[config.mk]
export PLATFORM = sky130hd
export DESIGN_NAME = tpwm_core
export DESIGN_NICKNAME = d
export VERILOG_FILES = /design/src/inc/tpwm_pkg.sv /design/src/core/tpwm_prescaler.sv /design/src/core/tpwm_out_unit.sv /design/src/core/tpwm_core.sv
export SDC_FILE = /design/constraint.sdc
export NUM_CORES = 1
export LEC_CHECK = 0
export BUFFER_PORTS_ARGS = -buffer_cell sky130_fd_sc_hd__buf_2
export CAP_MARGIN = 15
export CORE_MARGIN = 2
export CORE_UTILIZATION = 40
export CTS_CLUSTER_DIAMETER = 60
export CTS_CLUSTER_SIZE = 14
export DETAILED_ROUTE_END_ITERATION = 16
export SLEW_MARGIN = 10
export SYNTH_ARGS = -nofsm -noshare
export SYNTH_HDL_FRONTEND = slang
export SYNTH_SLANG_ARGS = --single-unit
[constraint.sdc]
create_clock -name clk -period 4.1 [get_ports clk]
set_input_delay 0 -clock clk [delete_from_list [all_inputs] [get_ports clk]]
set_output_delay 0 -clock clk [all_outputs]
set_load 0.01 [all_outputs]
[src/inc/tpwm_pkg.sv]
// Purpose: Shared constants and types of the 16-bit timer waveform block
// Assumes: Register word offsets are byte addresses on a 32-bit Avalon-MM slave
// Notes:   Field positions and encodings are gathered here so the logic has no bare numbers
package tpwm_pkg;

   localparam int CW = 16;

   // Register byte offsets
   localparam logic [4:0] OFS_CTRL  = 5'h00;
   localparam logic [4:0] OFS_COUNT = 5'h04;
   localparam logic [4:0] OFS_CMP_A = 5'h08;
   localparam logic [4:0] OFS_CMP_B = 5'h0c;
   localparam logic [4:0] OFS_CAPT  = 5'h10;
   localparam logic [4:0] OFS_FLAGS = 5'h14;
   localparam logic [4:0] OFS_PORT  = 5'h18;

   // Waveform modes handled by this block
   localparam logic [3:0] WGM_CTC_A     = 4'h4;
   localparam logic [3:0] WGM_FAST8     = 4'h5;
   localparam logic [3:0] WGM_FAST9     = 4'h6;
   localparam logic [3:0] WGM_FAST10    = 4'h7;
   localparam logic [3:0] WGM_CTC_CAPT  = 4'hc;
   localparam logic [3:0] WGM_FAST_CAPT = 4'he;
   localparam logic [3:0] WGM_FAST_A    = 4'hf;

   // Count limits and fixed TOP values
   localparam logic [CW-1:0] TOP_8        = 16'h00ff;
   localparam logic [CW-1:0] TOP_9        = 16'h01ff;
   localparam logic [CW-1:0] TOP_10       = 16'h03ff;
   localparam logic [CW-1:0] COUNT_MAX    = 16'hffff;
   localparam logic [CW-1:0] COUNT_BOTTOM = 16'h0000;

   // Output modes per channel
   localparam logic [1:0] OM_OFF    = 2'h0;
   localparam logic [1:0] OM_TOGGLE = 2'h1;
   localparam logic [1:0] OM_CLEAR  = 2'h2;
   localparam logic [1:0] OM_SET    = 2'h3;

   // Prescaler selections and divider masks
   localparam logic [2:0] CS_STOP    = 3'h0;
   localparam logic [2:0] CS_DIV1    = 3'h1;
   localparam logic [2:0] CS_DIV8    = 3'h2;
   localparam logic [2:0] CS_DIV64   = 3'h3;
   localparam logic [2:0] CS_DIV256  = 3'h4;
   localparam logic [2:0] CS_DIV1024 = 3'h5;
   localparam int         PS_W       = 10;
   localparam logic [PS_W-1:0] PS_MASK_8    = 10'h007;
   localparam logic [PS_W-1:0] PS_MASK_64   = 10'h03f;
   localparam logic [PS_W-1:0] PS_MASK_256  = 10'h0ff;
   localparam logic [PS_W-1:0] PS_MASK_1024 = 10'h3ff;

   // Flag bit positions
   localparam int FLG_WRAP    = 0;
   localparam int FLG_MATCH_A = 1;
   localparam int FLG_MATCH_B = 2;
   localparam int FLG_CAPT    = 3;
   localparam int FLG_W       = 4;

   typedef struct packed {
      logic [1:0] out_mode_b;
      logic [1:0] out_mode_a;
      logic [2:0] clk_sel;
      logic [3:0] waveform_mode_sel;
   } tpwm_ctrl_t;

   typedef struct packed {
      logic [1:0] port_val;
      logic [1:0] wave_pin_dir;
   } tpwm_port_t;

   typedef struct packed {
      logic match;
      logic bottom;
      logic pwm;
   } tpwm_evt_t;

   localparam tpwm_ctrl_t CTRL_RESET = '0;
   localparam tpwm_port_t PORT_RESET = '0;

endpackage

[src/core/tpwm_prescaler.sv]
// Purpose: Timer tick generator dividing the I/O clock
// Assumes: Divider selection may change at any time; a stale phase is harmless
// Notes:   One free running count serves every division factor above 1
`timescale 1ns/100ps
module tpwm_prescaler
   import tpwm_pkg::*;
(
   // Clock and reset
   input  wire logic       clk,
   input  wire logic       reset_n,
   // Selection and tick
   input  wire logic [2:0] clk_sel,
   output logic            tick
);
   import tpwm_pkg::*;

   logic [PS_W-1:0] div_count;

   function automatic logic [PS_W-1:0] div_mask(input logic [2:0] sel);
      case (sel)
         CS_DIV8:    div_mask = PS_MASK_8;
         CS_DIV64:   div_mask = PS_MASK_64;
         CS_DIV256:  div_mask = PS_MASK_256;
         CS_DIV1024: div_mask = PS_MASK_1024;
         default:    div_mask = '0;
      endcase
   endfunction

   always_ff @(posedge clk or negedge reset_n)
   begin
      if (!reset_n)
         div_count <= '0;
      else
         div_count <= div_count + 1'b1;
   end

   // Unknown selections stop the timer rather than guess a factor
   always_comb
   begin
      if (clk_sel == CS_DIV1)
         tick = 1'b1;
      else if (clk_sel == CS_STOP || div_mask(clk_sel) == '0)
         tick = 1'b0;
      else
         tick = ((div_count & div_mask(clk_sel)) == div_mask(clk_sel));
   end

endmodule

[src/core/tpwm_out_unit.sv]
// Purpose: Compare output state and pin override of one channel
// Assumes: Events are already qualified with the timer tick
// Notes:   When TOP and compare coincide, the BOTTOM action wins
`timescale 1ns/100ps
module tpwm_out_unit
   import tpwm_pkg::*;
(
   // Clock and reset
   input  wire logic      clk,
   input  wire logic      reset_n,
   // Timer events and configuration
   input  tpwm_pkg::tpwm_evt_t evt,
   input  wire logic [1:0] out_mode_ch,
   input  wire logic      toggle_ok,
   input  wire logic      wave_pin_dir,
   input  wire logic      port_val,
   // Pin
   output logic           wave_state,
   output logic           pin_o,
   output logic           pin_oe_n
);
   import tpwm_pkg::*;

   logic next_state;

   always_comb
   begin
      next_state = wave_state;
      if (evt.pwm)
      begin
         case (out_mode_ch)
            OM_TOGGLE: if (evt.match && toggle_ok) next_state = ~wave_state;
            // Set at BOTTOM has priority so compare equal to TOP gives a steady level
            OM_CLEAR:  if (evt.bottom) next_state = 1'b1;
                       else if (evt.match) next_state = 1'b0;
            OM_SET:    if (evt.bottom) next_state = 1'b0;
                       else if (evt.match) next_state = 1'b1;
            default:   next_state = wave_state;
         endcase
      end
      else if (evt.match)
      begin
         case (out_mode_ch)
            OM_TOGGLE: next_state = ~wave_state;
            OM_CLEAR:  next_state = 1'b0;
            OM_SET:    next_state = 1'b1;
            default:   next_state = wave_state;
         endcase
      end
   end

   always_ff @(posedge clk or negedge reset_n)
   begin
      if (!reset_n)
         wave_state <= 1'b0;
      else
         wave_state <= next_state;
   end

   // Pin follows the new state in the same cycle it is decided
   always_ff @(posedge clk or negedge reset_n)
   begin
      if (!reset_n)
      begin
         pin_o    <= 1'b0;
         pin_oe_n <= 1'b1;
      end
      else
      begin
         pin_o    <= (out_mode_ch != OM_OFF) ? next_state : port_val;
         pin_oe_n <= ~wave_pin_dir;
      end
   end

endmodule

[src/core/tpwm_core.sv]
// Purpose: 16-bit timer waveform generator, clear-on-match and fast PWM modes
// Assumes: Avalon-MM slave with waitrequest, 32-bit data, 125 MHz clk
// Notes:   Normal and dual-slope modes run as a plain free counter without clearing
//
// Functional notes
// - Modes 4 and 12 clear the count when it equals compare A or capture.
// - Clear-on-match sets the flag of the register defining TOP at TOP.
// - Clear-on-match TOP is unbuffered; below count means running through 0xFFFF.
// - Channel A output mode 1 toggles on every match in clear-on-match.
// - Pin is driven only while its direction bit selects output.
// - Clear-on-match sets the wrap flag when the count rolls from max to zero.
// - Fast PWM modes 5, 6, 7, 14, 15 count up BOTTOM to TOP, restart.
// - Fast PWM TOP is 0x00FF, 0x01FF, 0x03FF, capture or compare A.
// - Output mode 2 clears on match, sets at BOTTOM; mode 3 inverse.
// - Fast PWM sets wrap flag at TOP plus the TOP register's flag.
// - Fixed TOP modes zero compare bits above resolution on every write.
// - Capture as TOP is unbuffered; lower value means wrap before match.
// - Fast PWM compare writes buffer; active value loads at TOP, but a write to that compare in the TOP cycle skips the load.
// - Compare zero gives one-cycle spike; compare equal TOP a steady level.
// - Fast PWM channel A mode 1 toggles on match, compare buffered.
// - Timer tick is the clock divided by 1, 8, 64, 256 or 1024.
// - Fast PWM sets a channel's match flag when count equals compare.
// - Output mode zero leaves the channel state unchanged on match.
// - Nonzero output mode replaces the general port value on the pin.
//
// Added by the designer: the address map and register access over Avalon-MM.
`timescale 1ns/100ps
module tpwm_core
   import tpwm_pkg::*;
#(
   parameter int NCH = 2
)
(
   // Clock and reset
   input  wire logic        clk,
   input  wire logic        reset_n,
   // Avalon-MM slave
   input  wire logic [4:0]  avs_address,
   input  wire logic        avs_read,
   input  wire logic        avs_write,
   input  wire logic [31:0] avs_writedata,
   input  wire logic [3:0]  avs_byteenable,
   output logic [31:0]      avs_readdata,
   output logic             avs_waitrequest,
   // Waveform pins, channel A then B
   output logic [NCH-1:0]   wave_pin_o,
   output logic [NCH-1:0]   wave_pin_oe_n,
   // Status for observation
   output logic [CW-1:0]    count_value
);
   import tpwm_pkg::*;

   tpwm_ctrl_t       ctrl;
   tpwm_port_t       port;
   logic [CW-1:0]    compare_buf [NCH];
   logic [CW-1:0]    compare_value [NCH];
   logic [CW-1:0]    capture_value;
   logic [FLG_W-1:0] flags;
   logic [FLG_W-1:0] flag_set;
   logic [NCH-1:0]   wave_out_ch;
   logic [NCH-1:0]   ch_match;
   logic             tick;
   logic             bus_wr;
   logic             is_pwm;
   logic             top_from_capt;
   logic             top_from_cmp_a;
   logic             does_clear;
   logic [CW-1:0]    top_value;
   logic             at_top;
   logic             clear_evt;
   logic             wrap_evt;
   logic [CW-1:0]    wr_merged;
   logic [31:0]      old_word;
   logic [31:0]      wr_word;

   function automatic logic is_fast(input logic [3:0] m);
      is_fast = (m == WGM_FAST8) || (m == WGM_FAST9) || (m == WGM_FAST10) ||
                (m == WGM_FAST_CAPT) || (m == WGM_FAST_A);
   endfunction

   // Fixed resolution mask; all ones when TOP comes from a register
   function automatic logic [CW-1:0] fixed_top(input logic [3:0] m);
      case (m)
         WGM_FAST8:  fixed_top = TOP_8;
         WGM_FAST9:  fixed_top = TOP_9;
         WGM_FAST10: fixed_top = TOP_10;
         default:    fixed_top = COUNT_MAX;
      endcase
   endfunction

   function automatic logic [31:0] be_merge(input logic [31:0] old_v,
                                            input logic [31:0] new_v,
                                            input logic [3:0]  be);
      logic [31:0] r;
      r = old_v;
      for (int b = 0; b < 4; b++)
      begin
         if (be[b])
            r[8*b +: 8] = new_v[8*b +: 8];
      end
      be_merge = r;
   endfunction

   // Bus handshake: one wait cycle, then the access completes
   assign bus_wr = avs_write && !avs_waitrequest;

   always_ff @(posedge clk or negedge reset_n)
   begin
      if (!reset_n)
         avs_waitrequest <= 1'b1;
      else if ((avs_read || avs_write) && avs_waitrequest)
         avs_waitrequest <= 1'b0;
      else
         avs_waitrequest <= 1'b1;
   end

   always_ff @(posedge clk or negedge reset_n)
   begin
      if (!reset_n)
         avs_readdata <= '0;
      else if (avs_read && avs_waitrequest)
      begin
         case (avs_address)
            OFS_CTRL:  avs_readdata <= 32'(ctrl);
            OFS_COUNT: avs_readdata <= 32'(count_value);
            OFS_CMP_A: avs_readdata <= 32'(compare_buf[0]);
            OFS_CMP_B: avs_readdata <= 32'(compare_buf[1]);
            OFS_CAPT:  avs_readdata <= 32'(capture_value);
            OFS_FLAGS: avs_readdata <= 32'(flags);
            OFS_PORT:  avs_readdata <= 32'(port);
            default:   avs_readdata <= '0;
         endcase
      end
   end

   // Shared merge of the write data with the old word at the address
   always_comb
   begin
      case (avs_address)
         OFS_CTRL:  old_word = 32'(ctrl);
         OFS_PORT:  old_word = 32'(port);
         OFS_COUNT: old_word = 32'(count_value);
         OFS_CMP_A: old_word = 32'(compare_buf[0]);
         OFS_CMP_B: old_word = 32'(compare_buf[1]);
         OFS_CAPT:  old_word = 32'(capture_value);
         default:   old_word = '0;
      endcase
      wr_word   = be_merge(old_word, avs_writedata, avs_byteenable);
      wr_merged = wr_word[CW-1:0];
   end

   // Configuration registers; output modes take effect at once
   always_ff @(posedge clk or negedge reset_n)
   begin
      if (!reset_n)
      begin
         ctrl <= CTRL_RESET;
         port <= PORT_RESET;
      end
      else if (bus_wr && avs_address == OFS_CTRL)
         ctrl <= tpwm_ctrl_t'(wr_word[$bits(tpwm_ctrl_t)-1:0]);
      else if (bus_wr && avs_address == OFS_PORT)
         port <= tpwm_port_t'(wr_word[$bits(tpwm_port_t)-1:0]);
   end

   tpwm_prescaler u_prescaler
   (
      .clk     (clk),
      .reset_n (reset_n),
      .clk_sel (ctrl.clk_sel),
      .tick    (tick)
   );

   // TOP selection
   always_comb
   begin
      is_pwm         = is_fast(ctrl.waveform_mode_sel);
      top_from_capt  = (ctrl.waveform_mode_sel == WGM_CTC_CAPT) ||
                       (ctrl.waveform_mode_sel == WGM_FAST_CAPT);
      top_from_cmp_a = (ctrl.waveform_mode_sel == WGM_CTC_A) ||
                       (ctrl.waveform_mode_sel == WGM_FAST_A);
      does_clear     = is_pwm || top_from_capt || top_from_cmp_a;
      if (top_from_capt)
         top_value = capture_value;
      else if (top_from_cmp_a)
         top_value = compare_value[0];
      else
         top_value = fixed_top(ctrl.waveform_mode_sel);
   end

   // Equality only: a TOP written below the count is passed and found after the wrap
   assign at_top    = (count_value == top_value);
   assign clear_evt = tick && does_clear && at_top;
   assign wrap_evt  = tick && (is_pwm ? at_top : (count_value == COUNT_MAX));

   always_ff @(posedge clk or negedge reset_n)
   begin
      if (!reset_n)
         count_value <= COUNT_BOTTOM;
      else if (bus_wr && avs_address == OFS_COUNT)
         count_value <= wr_merged;
      else if (clear_evt)
         count_value <= COUNT_BOTTOM;
      else if (tick)
         count_value <= count_value + 1'b1;
   end

   // Capture register is written only by software here and never buffered
   always_ff @(posedge clk or negedge reset_n)
   begin
      if (!reset_n)
         capture_value <= COUNT_BOTTOM;
      else if (bus_wr && avs_address == OFS_CAPT)
         capture_value <= wr_merged;
   end

   genvar i;
   generate
      for (i = 0; i < NCH; i++)
      begin : g_ch
         localparam logic [4:0] OFS = (i == 0) ? OFS_CMP_A : OFS_CMP_B;
         tpwm_evt_t evt;

         always_ff @(posedge clk or negedge reset_n)
         begin
            if (!reset_n)
            begin
               compare_buf[i]   <= COUNT_BOTTOM;
               compare_value[i] <= COUNT_BOTTOM;
            end
            else if (bus_wr && avs_address == OFS)
            begin
               compare_buf[i] <= wr_merged & fixed_top(ctrl.waveform_mode_sel);
               if (!is_pwm)
                  compare_value[i] <= wr_merged & fixed_top(ctrl.waveform_mode_sel);
            end
            else if (clear_evt && is_pwm)
               compare_value[i] <= compare_buf[i];
         end

         assign ch_match[i] = tick && (count_value == compare_value[i]);
         assign evt.match   = ch_match[i];
         assign evt.bottom  = clear_evt && is_pwm;
         assign evt.pwm     = is_pwm;

         tpwm_out_unit u_out
         (
            .clk          (clk),
            .reset_n      (reset_n),
            .evt          (evt),
            .out_mode_ch  ((i == 0) ? ctrl.out_mode_a : ctrl.out_mode_b),
            .toggle_ok    (i == 0),
            .wave_pin_dir (port.wave_pin_dir[i]),
            .port_val     (port.port_val[i]),
            .wave_state   (wave_out_ch[i]),
            .pin_o        (wave_pin_o[i]),
            .pin_oe_n     (wave_pin_oe_n[i])
         );
      end
   endgenerate

   // Flags: hardware set wins over a write-one-to-clear in the same cycle
   always_comb
   begin
      flag_set              = '0;
      flag_set[FLG_WRAP]    = wrap_evt;
      flag_set[FLG_MATCH_A] = ch_match[0] || (clear_evt && top_from_cmp_a);
      flag_set[FLG_MATCH_B] = ch_match[1];
      flag_set[FLG_CAPT]    = clear_evt && top_from_capt;
   end

   always_ff @(posedge clk or negedge reset_n)
   begin
      if (!reset_n)
         flags <= '0;
      else if (bus_wr && avs_address == OFS_FLAGS)
         flags <= (flags & ~(avs_writedata[FLG_W-1:0] & {FLG_W{avs_byteenable[0]}}))
                  | flag_set;
      else
         flags <= flags | flag_set;
   end

endmodule

# Yosys cells after proc, flatten, opt, wreduce, memory -nomap -nowiden
# Index checks and enable logic that the tools add are counted.
# totals
elab_cells	160
reg_bits	164
inputBits	45
output_inout_bits	53
# op_classes
bitwise_logic	15
eq_ne	31
n_addsub	2
mux	49
n_reduce_logical	41
# ops
operator	count
$mux W16	16
$pmux W16 S7	1
$pmux W16 S6	1
$and A16 B16 Y16	4
$eq A16 B16 Y1	3
$pmux W16 S3	1
$pmux W10 S4	1
$mux W10	3
$mux W1	19
$logic_and A1 B1 Y1	18
$add A16 B1 Y16 const B	1
$eq A16 B16 Y1 const B	1
$eq A4 B3 Y1 const B	4
$mux W8	2
$eq A5 B5 Y1 const B	3
$eq A4 B4 Y1 const B	3
$logic_or A1 B1 Y1	11
$add A10 B1 Y10 const B	1
$and A10 B10 Y10	1
$eq A10 B10 Y1	1
$eq A5 B4 Y1 const B	2
$logic_not A10 Y1	1
$pmux W1 S3	3
$and A4 B4 Y4	2
18 further kinds	35

# Longest topological paths before layout
# depth
depth_word	18
mapped_depth	14
mapped_depth_nobuf	10

# Modules after synthesis
# A second synthesis with hierarchy kept.
# unflattened
hier_cells	897
area_unflattened_um2	8654.6
# modules_own_cells
module	seq_area_each_um2	area_per_inst_um2	n_inst	cells_per_inst
tpwm_core	3304.4	7851.3	1	817
tpwm_prescaler	250.2	450.4	1	38
tpwm_out_unit	76.3	176.4	2	21

# Worst setup path after synthesis
# No wires, ideal clock.
# synth_path
path_type	register to register
from	reg ctrl[0] (netlist bit)
to	reg compare_value[10] (netlist bit)
t_arrival_ns	2.955
path_stages_with_launch	12
setup_slack_ns	1.018
period_less_slack_ns	3.082
required_ns	3.973
path_buffers	2
setup_time_ns	0.127
path_cell_list	dfrtp_1 -> buf_6 -> or4b_4 -> nor2_1 -> a311oi_1 -> or3_1 -> or3_4 -> nor4_4 -> and2b_2 -> a31oi_4 -> buf_6 -> mux2_1
# synth_via
elab_chain_len	12
word_cells_on_any_way	30
cone_classes	9 x eq/ne; 7 x mux; 1 x bitwise; 13 x reduce/logical
# synth_rtl
item	line	source
start, declared	tpwm_core.sv:53	tpwm_ctrl_t ctrl;
start signal, assigned	tpwm_core.sv:161	ctrl <= tpwm_ctrl_t'(wr_word[$bits(tpwm_ctrl_t)-1:0]);
parallel branches: the longest is 12 deep, another holds $pmux W16 S3	-	
end signal, assigned by index	tpwm_core.sv:235	compare_value[i] <= wr_merged & fixed_top(ctrl.waveform_mode_sel);
end signal, assigned by index	tpwm_core.sv:238	compare_value[i] <= compare_buf[i];
end, declared	tpwm_core.sv:56	logic [CW-1:0] compare_value [NCH];
# Several ways; the timed one is not identified. The select of a mux whose other input is x is not followed.
# A chain may end at the register's enable or synchronous reset.

# Worst setup path after layout
# layout_path
from	reg ctrl[0] (netlist bit)
to	reg g_ch[1].u_out.pin_o
# layout_via
elab_chain_len	14
word_cells_on_any_way	27
cone_classes	8 x eq/ne; 8 x mux; 11 x reduce/logical
# layout_rtl
item	line	source
parallel branches: the longest is 12 deep, another holds $pmux W16 S3	-	
$mux W1 (*)	tpwm_out_unit.sv:29	if (evt.pwm)
$mux W1 (*)	tpwm_out_unit.sv:70	pin_o <= (out_mode_ch != OM_OFF) ? next_state : port_val;
end signal, assigned	tpwm_out_unit.sv:70	
end, declared	tpwm_out_unit.sv:19	output logic pin_o,
# Every way passes the cells marked *.

==> summary.md <==
| Metric | Value |
|---|---|
| Clk sink count | 148 |
| CTS tree | yes |
| Flops & latches, synth | 148 |
| I/O Buffers | 63 |
| Pre-Repair DR Iteration Count | 7 |
| Syn-to-layout area delta | 14.9% |
| Initial Utilization | 0.410 |
| Async SR Flop Fraction | 1.00 |
| Final WS setup | 420 ps |
| Vias in the first global route | 6,837 |
| Compound-cell area share of the yosys netlist | 0.215 |
| HPWL Detailed | 18,900 um |
| Crit path launch | ctrl[0] |
| Crit path DAT | 3970 ps |
| First-pass GRT wire length | 40,200 um |
| DRT iter0 DRCs | 879 |
| Count leader, synth | dfrtp_1 |
| Place WS | 511 ps |
| Launch point of the worst reg-to-reg path | ctrl[0] |
| Pleak | 4.46 nW |
| Clk root buf | clkbuf_16 |
| Met1 Track Usage GR | 0.358 |
| FF/Latch Area | 0.00371 mm2 |
| GR Util All Layers | 0.240 |
| Clock Latency Late Sink | 430 ps |
| Final hold vios | 0 |
| Final nets | 997 |
| Avg Vias per Cell | 5.89 |
| Synth area leaders | dfrtp_1 43%, nand2_1 5.9%, o21ai_0 5.9% |
| Met3 track demand over resource | 0.0359 |
| Largest net degree at the start of global routing | 92 |
| Floorplan die width | 148 um |
| Layout cells sized above 1 | 0.174 |
| Syn Area/Cell | 9.32 um2 |
| Post-synth EDFFs | 0 |
| Top post-synthesis cells by count | 145 x dfrtp_1, 132 x nand2_1, 98 x o21ai_0, 49 x clkbuf_1, 30 x inv_1 |
| Post-synthesis sequential area ratio | 0.444 |
| Antenna-violating nets left | 0 |
| R2R depth | 10 |
| Worst hold stages | 4 |
| Critical Path Start Type | flop |
| # diodes | 0 |
| Setup skew after layout | 9.61 ps |
| Cell accounting for the most synthesized area | dfrtp_1 |
| Worst Tran Pin Value | 1050 ps |
| XOR/XNOR share of the synthesized area | 0.0472 |
| Die H | 148 um |
| Area fraction of the dominant cell type after synthesis | 0.435 |
| Core area | 0.0204 mm2 |
| CP required | 4390 ps |
| Post-synthesis mux area share | 0.0573 |
| Post-route DRC | 0 |
| CTS H-tree depth | 4 |
| Routing usage on met2 | 0.358 |
| Fin crit share | 0.898 |
| Kind of critical path | flop to flop |
| Total CTS buffers | 17 |
| Status | complete, no violations |
| Post-Synth Simple-Gate Area | 0.163 |
| CP endpoint kind | flop |
| Synth Warn # | 0 |
| RSZ-0062 raised after global routing | false |
| WL final | 25,600 um |
| Total gr overflow | 0 |
| Setup bufs post-CTS | 0 |
| FP Rows | 52 |
| Gpl congestion | 0.936 |
| Main synth FF type | dfrtp_1 |
| Setup tns final | 0 ps |
| Clock tree buffer depth | 2 |
| Hold wc startpoint | avs_byteenable[0] |
| WL per Instance | 20.8 um |
| Largest family of logic cells by synthesized area | compound AO/OA/AOI/OAI gates |
| Maximum vdd drop | 0.000330 V |
| Final count of pins violating max slew | 0 |
| Reg clk slew, reported paths | 60 ps |
| Routed via count | 7,246 |
| Fmax | 272 MHz |
| Final critical-path required period | 3680 ps |
| Global route hottest layer | met1 |
| Adder-cell area share of the yosys netlist | 0.00750 |
| Tot Pwr | 4.31 mW |
| Min-delay worst type | input pin to flop |
| Relative slew slack | 0.299 |
| DIE AREA | 0.0220 mm2 |
| Yosys cell types | 77 |
| Hold_buf cts | 11 |
| Mapped Area | 0.00834 mm2 |
| Final setup viols | 0 |
| Post-CTS sizing | 0 |
| Area of the multi-input gates | 0.00418 mm2 |
| MaxCap Viol Count | 0 |
| # fillers | 1,927 |
| Mapped Cells | 895 |
| Io pins | 98 |
| Initial antenna violation count | 0 |
| Worst hold slack | 28.2 ps |
| P per Cell Area | 450 mW/mm2 |
| Max FO, Critical Path | 17 |
layout by cell type (no fill, tap or decap), drive strengths merged, types with 5 or more instances in the layout:
cell | Yosys | layout
nor3 | 14 | 14
a211o | 5 | 5
o21ai | 102 | 102
o21a | 10 | 10
dfrtp | 145 | 145
nand4 | 11 | 11
nand2 | 132 | 132
nor2b | 7 | 7
clkbuf | 49 | 17
o211ai | 5 | 5
nand3 | 13 | 13
mux2 | 40 | 40
or3 | 7 | 7
and3 | 6 | 6
nor4 | 23 | 23
a21o | 13 | 13
a22oi | 13 | 13
a211oi | 5 | 5
a32oi | 5 | 5
a31oi | 7 | 7
nor2 | 29 | 29
a21oi | 28 | 28
buf | 37 | 93
and4b | 6 | 6
inv | 30 | 37
ha | 5 | 5
o22ai | 6 | 6
dlygate4sd3 | 0 | 11
xnor2 | 17 | 17
conb | 1 | 16
nor3b | 5 | 5
a221oi | 11 | 11
a22o | 11 | 11
a222oi | 12 | 12
nand2b | 5 | 5
xor2 | 28 | 28
final timing paths:
path,endpoint,slack [ps]
worst max-delay path,g_ch[1].u_out.pin_o,420
worst min-delay path,flags[0],30
worst min register to register,g_ch[0].u_out.pin_oe_n,440
worst max register to register,g_ch[1].u_out.pin_o,420
min in group asynchronous,compare_value[20],190
max in group asynchronous,compare_buf[13],2940
power breakdown:
group          internal, mW  total, mW  switching, mW
Combinational         0.350      0.858          0.508
Sequential             1.58       1.86          0.274
Clock                 0.911       1.60          0.685
cell type report:
type / instances / share of cell area
clock inverters: 15 / 0.0176
clock buffers: 17 / 0.0444
multi-input cells: 646 / 0.436
flip-flops and latches: 148 / 0.387
repair buffers: 104 / 0.0685
inverters: 30 / 0.0117
well taps: 270 / 0.0352
state kept, by name (all words and copies together), names as in the netlist, 4 cells and up:
| register | count |
|---|---|
| compare_buf | 32 |
| compare_value | 32 |
| avs_readdata | 16 |
| capture_value | 16 |
| count_value | 16 |
| ctrl | 11 |
| u_prescaler.div_count | 10 |
| flags | 4 |
| port | 4 |
per-layer routing:
metal | up-vias | routed length [um]
li1 | 3334 | -
met1 | 3556 | 12000
met2 | 312 | 11200
met3 | 44 | 1840
met4 | 0 | 581
met5 | - | 0
worst max-delay path, cell delays in order, from the launching register on:
cell	delay, ps
dfrtp_1	530
buf_4	270
nor4_1	270
a211oi_1	110
or3_1	330
o211a_1	270
or4_1	580
nor4_1	620
nor2_1	180
a32oi_1	250
o21ai_1	140
metrics by stage:
step	area, um2	utilization	instances
final	9580	0.471	1230
after global routing	9580	0.471	1230
after floorplan	8400	-	910
after detailed placement	8880	0.436	1187
after CTS	9580	0.471	1230
after global placement	8880	0.436	1187
cells by family after synthesis:
group                    count (synthesis)
AO/OA/AOI/OAI                          264
XOR/XNOR                                45
adder cells (fa/ha/maj)                  5
buffers and inverters                  116
flip-flops                             148
multiplexers                            42
other                                    1
AND/OR/NAND/NOR                        274
No activity file was read; power rests on OpenSTA's default activity.
